[src/hdl/msc_pkg.sv]
// Shared constants and types for the modem sample clock mode select block
package msc_pkg;

	// ==========================================================
	// Register map (byte offsets on the bus, low address byte)
	localparam logic [7:0] OFS_CTRL0 = 8'h00;
	localparam logic [7:0] OFS_RX_PHASE = 8'h10;
	localparam logic [7:0] OFS_TX_PHASE = 8'h14;
	localparam logic [7:0] OFS_STATUS = 8'h20;

	// ==========================================================
	// Field positions
	localparam int CTRL0_MODE_LSB = 0;
	localparam int CTRL0_INTERP_BIT = 9;
	localparam int STAT_BUSY_BIT = 3;
	localparam int STAT_INTERP_BIT = 4;
	localparam int STAT_BADMODE_BIT = 5;
	localparam int PHASE_W = 16;
	localparam int CNT_W = 16;

	// ==========================================================
	// Values after reset
	localparam logic [2:0] RST_MODE = 3'h0;
	localparam logic RST_INTERP = 1'b0;
	localparam logic [15:0] RST_PHASE = 16'h0000;

	// ==========================================================
	// Timing: system clock and default strobe rates
	localparam int CLK_HZ = 50_000_000;
	localparam int MCLK_HZ = 13_824_000;
	localparam int SAMPLE_HZ = 9600;
	localparam int BIT_HZ = 4800;
	localparam int BAUD_HZ = 2400;
	localparam int CONV_CYC = CLK_HZ / SAMPLE_HZ;
	// Bit and baud periods are whole multiples of the strobe period, so that
	// every bit and baud pulse lands on a strobe; a plain division drifts off it
	localparam int BIT_CYC = CONV_CYC * (SAMPLE_HZ / BIT_HZ);
	localparam int BAUD_CYC = CONV_CYC * (SAMPLE_HZ / BAUD_HZ);

	// ==========================================================
	// Operating modes
	typedef enum logic [2:0] {
		MODE_ASYNC_FB = 3'b000,
		MODE_V32_TERMINAL_SYNC_IN = 3'b100,
		MODE_V32_INT = 3'b101,
		MODE_V32_LOOP = 3'b110,
		MODE_ASYNC_TERMINAL_SYNC_IN = 3'b111
	} msc_mode_e;

	// Mode entry sequence, Gray coded from run through soft reset to lock
	typedef enum logic [1:0] {
		SEQ_RUN = 2'b00,
		SEQ_SRST = 2'b01,
		SEQ_LOCK = 2'b11
	} msc_seq_e;

	// ==========================================================
	// Carriers between the top and the strobe generators
	typedef struct packed {
		logic [CNT_W-1:0] conv;
		logic [CNT_W-1:0] bitc;
		logic [CNT_W-1:0] baud;
	} msc_cnt_s;

	typedef struct packed {
		logic restart;
		logic load;
		msc_cnt_s load_cnt;
		logic adj_valid;
		logic [PHASE_W-1:0] adj;
	} msc_gen_ctl_s;

	typedef struct packed {
		logic strobe;
		logic bitc;
		logic baud;
	} msc_gen_out_s;

endpackage

[src/hdl/msc_strobe_gen.sv]
// Conversion strobe with bit and baud clocks from one aligned counter set
`timescale 1ns/100ps
module msc_strobe_gen #(
	parameter int CONV_P = msc_pkg::CONV_CYC,
	parameter int BIT_P = msc_pkg::BIT_CYC,
	parameter int BAUD_P = msc_pkg::BAUD_CYC
) (
	input wire logic clk_sys_i,
	input wire logic rst_i,
	input wire logic ce_i,
	input wire msc_pkg::msc_gen_ctl_s ctl_i,
	output msc_pkg::msc_cnt_s cnt_o,
	output msc_pkg::msc_gen_out_s out_o
);

	msc_pkg::msc_cnt_s next_cnt;
	msc_pkg::msc_gen_out_s next_out;

	// One counter lane: advance, apply signed shift, wrap by one period into 0..p-1 for shifts smaller than p
	function automatic logic [15:0] step(input logic [15:0] c, input int p,
			input logic en, input logic [15:0] adj);
		logic signed [17:0] s;
		logic signed [17:0] per;
		per = $signed(18'(p));
		s = $signed({2'b00, c}) + 18'sd1;
		if (en) begin
			s = s + $signed({{2{adj[15]}}, adj});
		end
		if (s >= per) begin
			s = s - per;
		end else if (s < 18'sd0) begin
			s = s + per;
		end
		return s[15:0];
	endfunction

	// All lanes restart and shift together, so bit and baud stay on the strobe
	always_comb begin
		msc_pkg::msc_cnt_s base;
		base = ctl_i.load ? ctl_i.load_cnt : cnt_o;
		next_cnt.conv = step(base.conv, CONV_P, ctl_i.adj_valid, ctl_i.adj);
		next_cnt.bitc = step(base.bitc, BIT_P, ctl_i.adj_valid, ctl_i.adj);
		next_cnt.baud = step(base.baud, BAUD_P, ctl_i.adj_valid, ctl_i.adj);
		if (ctl_i.restart) begin
			next_cnt = '0;
		end
		next_out.strobe = (next_cnt.conv == '0);
		next_out.bitc = (next_cnt.bitc == '0);
		next_out.baud = (next_cnt.baud == '0);
	end

	// Count and pulse registers
	always_ff @(posedge clk_sys_i) begin
		if (rst_i) begin
			cnt_o <= '0;
			out_o <= '0;
		end else if (ce_i) begin
			cnt_o <= next_cnt;
			out_o <= next_out;
		end
	end

endmodule

[src/hdl/msc_top.sv]
// Mode controlled transmit/receive sample strobe and clock generation
// ==========================================================
// Notes on behaviour
// - Mode 000 free running, both phases adjustable; 111 transmit follows terminal sync.
// - 100 and 101 lock receive to transmit; 100 then tracks sync; 110 loops.
// - Async modes time receive on receive strobe; V.32 modes use transmit strobe.
// - Interpolator only in 100/101: loads on transmit strobe, outputs on receive.
// - Receive phase via register 4, transmit via 5, only where the mode allows.
// - In loopback a receive phase shift moves transmit by the same amount.
// - Receive bit and baud clocks stay synchronous to the receive strobe.
// - Transmit bit and baud clocks stay synchronous to the transmit strobe.
// - Entering 100 or 101 from an async mode soft resets before locking.
// - Interpolator runs only with control bit 9 set; follows receive phase.
//
// Chosen here: the AHB-Lite interface to the registers and the register addresses.
`timescale 1ns/100ps
module msc_top #(
	parameter int CONV_P = msc_pkg::CONV_CYC,
	parameter int BIT_P = msc_pkg::BIT_CYC,
	parameter int BAUD_P = msc_pkg::BAUD_CYC
) (
	input wire logic clk_sys_i,
	input wire logic rst_i,
	input wire logic ce_i,
	input wire logic hsel_i,
	input wire logic [31:0] haddr_i,
	input wire logic [1:0] htrans_i,
	input wire logic hwrite_i,
	input wire logic [2:0] hsize_i,
	input wire logic [31:0] hwdata_i,
	input wire logic hready_i,
	output logic [31:0] hrdata_o,
	output logic hreadyout_o,
	output logic hresp_o,
	input wire logic terminal_sync_in_i,
	output logic tx_conv_strobe_o,
	output logic rx_conv_strobe_o,
	output logic tx_bit_clock_o,
	output logic tx_baud_clock_o,
	output logic rx_bit_clock_o,
	output logic rx_baud_clock_o,
	output logic adc_conv_o,
	output logic dac_conv_o,
	output logic interp_load_o,
	output logic interp_out_o
);

	// ==========================================================
	// Bus slave state
	logic wr_pend;
	logic rd_pend;
	logic [7:0] addr_q;
	logic next_wr_pend;
	logic next_rd_pend;
	logic [7:0] next_addr_q;
	logic [31:0] next_hrdata;
	logic next_hreadyout;

	// Control state
	msc_pkg::msc_mode_e mode;
	msc_pkg::msc_seq_e seq;
	logic interp_en;
	logic bad_mode;
	logic [15:0] rx_phase;
	logic [15:0] tx_phase;
	msc_pkg::msc_mode_e next_mode;
	msc_pkg::msc_seq_e next_seq;
	logic next_interp_en;
	logic next_bad_mode;
	logic [15:0] next_rx_phase;
	logic [15:0] next_tx_phase;

	// Terminal sync synchroniser
	logic ts_meta;
	logic ts_sync;
	logic ts_prev;

	// Generators and decoded strobes
	msc_pkg::msc_gen_ctl_s tx_ctl;
	msc_pkg::msc_gen_ctl_s rx_ctl;
	msc_pkg::msc_cnt_s tx_cnt;
	msc_pkg::msc_cnt_s rx_cnt;
	msc_pkg::msc_gen_out_s tx_out;
	msc_pkg::msc_gen_out_s rx_out;

	logic wr_ctrl0;
	logic wr_rx_ph;
	logic wr_tx_ph;
	logic wr_status;
	logic [2:0] wr_code;
	logic code_ok;
	logic ts_edge;
	logic mode_async;
	logic mode_v32sync;
	logic interp_act;
	logic rx_adj_go;
	logic tx_adj_go;
	logic [31:0] rd_val;

	// ==========================================================
	// AHB-Lite slave: writes take no wait, reads take one wait state
	// so that read data always reflects a write finished just before.
	always_comb begin
		next_wr_pend = 1'b0;
		next_rd_pend = 1'b0;
		next_addr_q = addr_q;
		next_hrdata = hrdata_o;
		next_hreadyout = 1'b1;
		if (rd_pend) begin
			next_hrdata = rd_val;
		end else if (hsel_i && hready_i && htrans_i[1]) begin
			next_addr_q = haddr_i[7:0];
			next_wr_pend = hwrite_i;
			next_rd_pend = !hwrite_i;
			next_hreadyout = hwrite_i;
		end
	end

	// Register read mux; unmapped offsets read as zero
	always_comb begin
		rd_val = 32'h0000_0000;
		unique case (addr_q)
			msc_pkg::OFS_CTRL0: begin
				rd_val[msc_pkg::CTRL0_MODE_LSB +: 3] = mode;
				rd_val[msc_pkg::CTRL0_INTERP_BIT] = interp_en;
			end
			msc_pkg::OFS_RX_PHASE: rd_val[15:0] = rx_phase;
			msc_pkg::OFS_TX_PHASE: rd_val[15:0] = tx_phase;
			msc_pkg::OFS_STATUS: begin
				rd_val[msc_pkg::CTRL0_MODE_LSB +: 3] = mode;
				rd_val[msc_pkg::STAT_BUSY_BIT] = (seq != msc_pkg::SEQ_RUN);
				rd_val[msc_pkg::STAT_INTERP_BIT] = interp_act;
				rd_val[msc_pkg::STAT_BADMODE_BIT] = bad_mode;
			end
			default: rd_val = 32'h0000_0000;
		endcase
	end

	always_ff @(posedge clk_sys_i) begin
		if (rst_i) begin
			wr_pend <= 1'b0;
			rd_pend <= 1'b0;
			addr_q <= 8'h00;
			hrdata_o <= 32'h0000_0000;
			hreadyout_o <= 1'b1;
			hresp_o <= 1'b0;
		end else if (ce_i) begin
			wr_pend <= next_wr_pend;
			rd_pend <= next_rd_pend;
			addr_q <= next_addr_q;
			hrdata_o <= next_hrdata;
			hreadyout_o <= next_hreadyout;
			hresp_o <= 1'b0;
		end
	end

	// ==========================================================
	// Write decode and mode classification
	assign wr_ctrl0 = wr_pend && (addr_q == msc_pkg::OFS_CTRL0);
	assign wr_rx_ph = wr_pend && (addr_q == msc_pkg::OFS_RX_PHASE);
	assign wr_tx_ph = wr_pend && (addr_q == msc_pkg::OFS_TX_PHASE);
	assign wr_status = wr_pend && (addr_q == msc_pkg::OFS_STATUS);
	assign wr_code = hwdata_i[msc_pkg::CTRL0_MODE_LSB +: 3];
	assign code_ok = wr_code[2] || (wr_code == msc_pkg::MODE_ASYNC_FB);
	assign mode_async = (mode == msc_pkg::MODE_ASYNC_FB) ||
		(mode == msc_pkg::MODE_ASYNC_TERMINAL_SYNC_IN);
	assign mode_v32sync = (mode == msc_pkg::MODE_V32_TERMINAL_SYNC_IN) ||
		(mode == msc_pkg::MODE_V32_INT);
	// Receive phase is adjustable in every mode, transmit only in 000 and 101
	assign rx_adj_go = wr_rx_ph && (seq == msc_pkg::SEQ_RUN);
	assign tx_adj_go = wr_tx_ph && (seq == msc_pkg::SEQ_RUN) &&
		((mode == msc_pkg::MODE_ASYNC_FB) || (mode == msc_pkg::MODE_V32_INT));
	assign interp_act = interp_en && mode_v32sync && (seq == msc_pkg::SEQ_RUN);

	// ==========================================================
	// Mode register, phase registers and entry sequence
	always_comb begin
		next_mode = mode;
		next_seq = seq;
		next_interp_en = interp_en;
		next_bad_mode = bad_mode;
		next_rx_phase = rx_phase;
		next_tx_phase = tx_phase;
		// Sequence advances one step per cycle
		unique case (seq)
			msc_pkg::SEQ_SRST: next_seq = msc_pkg::SEQ_LOCK;
			msc_pkg::SEQ_LOCK: next_seq = msc_pkg::SEQ_RUN;
			msc_pkg::SEQ_RUN: next_seq = msc_pkg::SEQ_RUN;
			default: next_seq = msc_pkg::SEQ_RUN;
		endcase
		// Clear of the sticky flag loses to a refused write in the same cycle
		if (wr_status && hwdata_i[msc_pkg::STAT_BADMODE_BIT]) begin
			next_bad_mode = 1'b0;
		end
		if (wr_ctrl0) begin
			if (code_ok) begin
				next_mode = msc_pkg::msc_mode_e'(wr_code);
				next_interp_en = hwdata_i[msc_pkg::CTRL0_INTERP_BIT];
				if (wr_code != mode) begin
					if ((wr_code == msc_pkg::MODE_V32_TERMINAL_SYNC_IN ||
						wr_code == msc_pkg::MODE_V32_INT) && mode_async) begin
						next_seq = msc_pkg::SEQ_SRST;
					end else if (wr_code == msc_pkg::MODE_V32_TERMINAL_SYNC_IN ||
						wr_code == msc_pkg::MODE_V32_INT) begin
						next_seq = msc_pkg::SEQ_LOCK;
					end else begin
						next_seq = msc_pkg::SEQ_RUN;
					end
				end
			end else begin
				next_bad_mode = 1'b1;
			end
		end
		if (wr_rx_ph) begin
			next_rx_phase = hwdata_i[15:0];
		end
		if (wr_tx_ph) begin
			next_tx_phase = hwdata_i[15:0];
		end
	end

	always_ff @(posedge clk_sys_i) begin
		if (rst_i) begin
			mode <= msc_pkg::msc_mode_e'(msc_pkg::RST_MODE);
			seq <= msc_pkg::SEQ_RUN;
			interp_en <= msc_pkg::RST_INTERP;
			bad_mode <= 1'b0;
			rx_phase <= msc_pkg::RST_PHASE;
			tx_phase <= msc_pkg::RST_PHASE;
		end else if (ce_i) begin
			mode <= next_mode;
			seq <= next_seq;
			interp_en <= next_interp_en;
			bad_mode <= next_bad_mode;
			rx_phase <= next_rx_phase;
			tx_phase <= next_tx_phase;
		end
	end

	// ==========================================================
	// Terminal sync pin: two flops, then a third for edge detection
	always_ff @(posedge clk_sys_i) begin
		if (rst_i) begin
			ts_meta <= 1'b0;
			ts_sync <= 1'b0;
			ts_prev <= 1'b0;
		end else if (ce_i) begin
			ts_meta <= terminal_sync_in_i;
			ts_sync <= ts_meta;
			ts_prev <= ts_sync;
		end
	end

	assign ts_edge = ts_sync && !ts_prev;

	// ==========================================================
	// Generator steering. Tracking is a hard restart on each sync edge;
	// it trades smooth slewing for a lock that completes in one period.
	always_comb begin
		tx_ctl = '0;
		rx_ctl = '0;
		tx_ctl.load_cnt = rx_cnt;
		rx_ctl.load_cnt = tx_cnt;
		rx_ctl.adj_valid = rx_adj_go;
		rx_ctl.adj = hwdata_i[15:0];
		tx_ctl.adj_valid = tx_adj_go;
		tx_ctl.adj = hwdata_i[15:0];
		unique case (mode)
			msc_pkg::MODE_ASYNC_FB: begin
				// Both sides free running, no locking at all
			end
			msc_pkg::MODE_ASYNC_TERMINAL_SYNC_IN: begin
				tx_ctl.restart = ts_edge;
			end
			msc_pkg::MODE_V32_TERMINAL_SYNC_IN: begin
				rx_ctl.load = (seq == msc_pkg::SEQ_LOCK);
				tx_ctl.restart = ts_edge && (seq == msc_pkg::SEQ_RUN);
			end
			msc_pkg::MODE_V32_INT: begin
				rx_ctl.load = (seq == msc_pkg::SEQ_LOCK);
			end
			msc_pkg::MODE_V32_LOOP: begin
				// Transmit copies receive each cycle and takes its shift too
				tx_ctl.load = 1'b1;
				tx_ctl.adj_valid = rx_adj_go;
				tx_ctl.adj = hwdata_i[15:0];
			end
			default: begin
				// Illegal code cannot be stored; leave both free
			end
		endcase
		// Soft reset puts both counter sets back to zero together
		if (seq == msc_pkg::SEQ_SRST) begin
			tx_ctl.restart = 1'b1;
			rx_ctl.restart = 1'b1;
		end
	end

	// Transmit strobe with its bit and baud clocks
	msc_strobe_gen #(
		.CONV_P(CONV_P),
		.BIT_P(BIT_P),
		.BAUD_P(BAUD_P)
	) u_tx_gen (
		.clk_sys_i(clk_sys_i),
		.rst_i(rst_i),
		.ce_i(ce_i),
		.ctl_i(tx_ctl),
		.cnt_o(tx_cnt),
		.out_o(tx_out)
	);

	// Receive strobe with its bit and baud clocks
	msc_strobe_gen #(
		.CONV_P(CONV_P),
		.BIT_P(BIT_P),
		.BAUD_P(BAUD_P)
	) u_rx_gen (
		.clk_sys_i(clk_sys_i),
		.rst_i(rst_i),
		.ce_i(ce_i),
		.ctl_i(rx_ctl),
		.cnt_o(rx_cnt),
		.out_o(rx_out)
	);

	// ==========================================================
	// Output stage: one register for every pin so all strobes keep
	// the same latency relative to each other.
	always_ff @(posedge clk_sys_i) begin
		if (rst_i) begin
			tx_conv_strobe_o <= 1'b0;
			rx_conv_strobe_o <= 1'b0;
			tx_bit_clock_o <= 1'b0;
			tx_baud_clock_o <= 1'b0;
			rx_bit_clock_o <= 1'b0;
			rx_baud_clock_o <= 1'b0;
			adc_conv_o <= 1'b0;
			dac_conv_o <= 1'b0;
			interp_load_o <= 1'b0;
			interp_out_o <= 1'b0;
		end else if (ce_i) begin
			tx_conv_strobe_o <= tx_out.strobe;
			rx_conv_strobe_o <= rx_out.strobe;
			tx_bit_clock_o <= tx_out.bitc;
			tx_baud_clock_o <= tx_out.baud;
			rx_bit_clock_o <= rx_out.bitc;
			rx_baud_clock_o <= rx_out.baud;
			adc_conv_o <= mode_async ? rx_out.strobe : tx_out.strobe;
			dac_conv_o <= tx_out.strobe;
			interp_load_o <= interp_act && tx_out.strobe;
			interp_out_o <= interp_act && rx_out.strobe;
		end
	end

endmodule

[config.mk]
export PLATFORM = sky130hd
export DESIGN_NAME = msc_top
export DESIGN_NICKNAME = d
export VERILOG_FILES = /design/src/hdl/msc_pkg.sv /design/src/hdl/msc_strobe_gen.sv /design/src/hdl/msc_top.sv
export SDC_FILE = /design/constraint.sdc
export NUM_CORES = 1
export LEC_CHECK = 0
export BUFFER_PORTS_ARGS = -buffer_cell sky130_fd_sc_hd__buf_2
export CORE_UTILIZATION = 47
export DETAILED_ROUTE_END_ITERATION = 12
export PLACE_DENSITY = 0.66
export SYNTH_ARGS = -nofsm -noshare
export SYNTH_HDL_FRONTEND = slang
export SYNTH_HIERARCHICAL = 1
export SYNTH_SLANG_ARGS = --single-unit
[constraint.sdc]
create_clock -name clk_sys_i -period 6.6 [get_ports clk_sys_i]
set_input_delay 1.32 -clock clk_sys_i [delete_from_list [all_inputs] [get_ports clk_sys_i]]
set_output_delay 1.32 -clock clk_sys_i [all_outputs]
set_load 0.05 [all_outputs]
==> summary.md <==
| Metric | Value |
|---|---|
| Mapped Area | `22590 µm²` |
| Overall routing resource usage | `0.3018` |
| Post-DP HPWL | `57020 µm` |
| Final setup margin | `0.2315 ns` |
| Top FF cell, synth | `dfxtp_1` |
| WHS Endpoint | `interp_load_o` |
| Hold Crit Depth | `2` |
| Reg2reg start | `mode[2]` |
| Post-Route Skew | `0.01593 ns` |
| Layout fillers | `4549` |
| Wirelength, routed | `77020 µm` |
| Global-route wire length before repair | `119300 µm` |
| TritonCTS clock tree | `yes` |
| MaxCap Viol Count | `0` |
| Final cell count without fillers | `3643` |
| Syn. warnings | `6` |
| Asr flop ratio synth | `0` |
| Slew margin rel. | `0.3550` |
| Row count | `79` |
| Total gr overflow | `0` |
| R2r setup slk | `0.23 ns` |
| Top cells by area, synth | `dfxtp_1 (16%), mux2i_1 (9.4%), ha_1 (6.6%)` |
| Max FO, Critical Path | `9` |
| Die width | `221.3 µm` |
| Status | `finished, final reports clean` |
| Place WS | `0.05316 ns` |
| Final worst path period share | `0.9649` |
| Peak VDD IR | `0.2025 mV` |
| Clock Pin Slew Worst Setup and Hold Paths | `0.07 ns` |
| Final #Nets | `3224` |
| IO Count | `120` |
| GPL Wtd Cong | `0.9769` |
| Cells after Synth | `3004` |
| Worst-Margin Slew | `0.9675 ns` |
| Die Ht | `221.3 µm` |
| Final setup vio count | `0` |
| Area grow syn2layout | `8.052%` |
| Largest net degree at the start of global routing | `77` |
| Antenna violations before repair | `0` |
| CP Data Required Time | `6.99 ns` |
| Final hold vios | `0` |
| Port bufs | `58` |
| Vias/cell | `6.543` |
| Root buffer cell | `clkbuf_16` |
| Iter 0 DRT Violations | `2465` |
| Clock buffer depth | `2` |
| Wire length per cell | `21.14 µm` |
| Placed Cells | `3603` |
| Num CTS Buffers | `17` |
| Yosys top cell by area | `dfxtp_1` |
| Yosys reg bits | `180` |
| Worst min-delay path category | `reg -> reg` |
| Hold Startpoint | `interp_load_o` |
| CTS Sinks | `180` |
| CP endpoint kind | `flip-flop` |
| # H-tree levels | `4` |
| Most frequent cells in the layout | `nor2_1 (325), nand2_1 (236), mux2i_1 (211)` |
| Kind of critical path | `reg -> reg` |
| 1st-pass router iterations | `6` |
| WHS | `0.4675 ns` |
| Initial Util | `0.4812` |
| Sequential cell area fraction in the yosys report | `0.1595` |
| Antenna Nets Post-Route | `0` |
| Number of synthesized flops with an enable pin | `0` |
| PD cells | `179.3 nW/µm²` |
| Worst skew pair latency | `0.48 ns` |
| Vias post-DR | `23836` |
| Crit path time final | `6.368 ns` |
| Count of different cell masters after synthesis | `128` |
| Max-slew violations | `0` |
| Most common cell after layout, fill and taps aside | `nor2_1` |
| Area of the die | `48950 µm²` |
| CP Launch Type | `flip-flop` |
| Layout cells sized above 1 | `0.1177` |
| DR DRC count | `0` |
| Core ar. | `46950 µm²` |
| Fmax | `0.1570 GHz` |
| Share of the synthesized area in the top cell type | `0.1595` |
| FF-to-FF End | `u_rx_gen/out_o[1]` |
| Vias in the first global route | `21739` |
| Avg Cell Area, Syn | `7.521 µm²` |
| Reg2Reg Depth | `24` |
| P_leak | `9.989 nW` |
| WP data arrival | `6.76 ns` |
## where the power goes
part	internal [mW]	switching (mW)	leakage [nW]
clock	0.543	0.541	0.295
sequential	1.15	0.0991	1.46
combinational	0.798	1.25	8.24
total	2.49	1.89	9.99
## layout make-up
| cell class | instances | area, µm² | share of cell area |
|---|---|---|---|
| multi-input cells | 2555 | 17920 | 0.7341 |
| inverters | 104 | 390.4 | 0.01599 |
| well taps | 607 | 759.5 | 0.03111 |
| flip-flops and latches | 180 | 3606 | 0.1477 |
| clock inverters | 14 | 178.9 | 0.007329 |
| repair buffers | 164 | 1127 | 0.04618 |
| clock buffers | 17 | 425.4 | 0.01743 |
| diodes | 2 | 5.005 | 0.0002050 |
## worst max-delay path, cell delays in order (launching register included)
cell and delay, ns:
dfxtp_2 0.41, nor2b_4 0.28, and3_4 0.35, mux2_2 0.37
ha_1 0.24, nand4_1 0.25, a21oi_4 0.12, nor2_1 0.20
ha_1 0.28, a21o_1 0.22, a31o_2 0.25, or3_1 0.39
and3_1 0.21, a21oi_2 0.18, inv_1 0.07, ha_1 0.24
a221oi_2 0.44, a41o_1 0.29, a21boi_1 0.15, nor2_4 0.20
a2111oi_0 0.10, buf_4 0.17, or4_1 0.46, a211o_1 0.25
o31ai_2 0.16
## kinds of logic (layout without fill, tap and decap cells)
kind of cell,Yosys count,in the layout,synth area share
simple gates,1114,1115,0.2515
compound gates,883,883,0.2816
buf+inv,286,299,0.05776
mux,260,260,0.1180
flops,180,180,0.1595
xor+xnor,154,154,0.05970
fa+ha+maj,126,126,0.07177
other cells,1,19,0.0001660
## synth_stat cells (34+ instances only)
cell,count
nor2_1,325
nand2_1,236
mux2i_1,212
a21oi_1,211
dfxtp_1,180
ha_1,120
o21ai_0,120
clkbuf_1,103
inv_1,100
xnor2_1,99
nand3_1,96
nor3_1,89
a211oi_1,71
nand4_1,65
xor2_1,55
a21o_1,50
mux2_2,45
o211ai_1,38
a31oi_1,34
## flip-flops by register name, summed over array words and instances, names as in the netlist, 2 cells and up
signal	cells
seq	2
u_tx_gen/out_o	3
tx_phase	16
addr_q	8
rx_phase	16
u_tx_gen/cnt_o	48
hrdata_o	16
u_rx_gen/out_o	3
u_rx_gen/cnt_o	48
mode	3
## routing by layer
layer,global-route usage,part of all wire,vias up
met5,0,0,-
met4,0.1236,0.037,0
met3,0.04289,0.074,138
met2,0.4681,0.44,964
met1,0.4169,0.45,11391
li1,-,-,11343
## repair_timing
item                                    CTS  global route
setup buffers                             0             6
gates resized for setup                   0            23
hold buffers                              0             0
endpoints found under the setup margin    0            40
## worst max path at each step
stage / cells past startpoint / endpoint / from
3_5_place_dp: 24 / u_rx_gen/out_o[2] / mode[2]
4_1_cts: 24 / u_rx_gen/out_o[2] / mode[2]
3_3_place_gp: 23 / u_rx_gen/out_o[2] / mode[2]
2_1_floorplan: 31 / u_rx_gen/out_o[1] / mode[2]
6_report: 24 / u_rx_gen/out_o[1] / mode[2]
5_1_grt: 24 / u_rx_gen/out_o[0] / mode[2]
## per-stage QoR
step | power (mW) | cell area, µm² | utilization | setup TNS, ns
final | 4.378 | 24410 | 0.5200 | 0
after CTS | 4.343 | 24240 | 0.5164 | 0
after detailed placement | 3.256 | 23640 | 0.5035 | 0
after global placement | 3.217 | 23640 | 0.5035 | 0
after floorplan | 2.688 | 22700 | - | 0
after global routing | 4.609 | 24410 | 0.5199 | -0.03400
No activity file was read; power rests on OpenSTA's default activity.
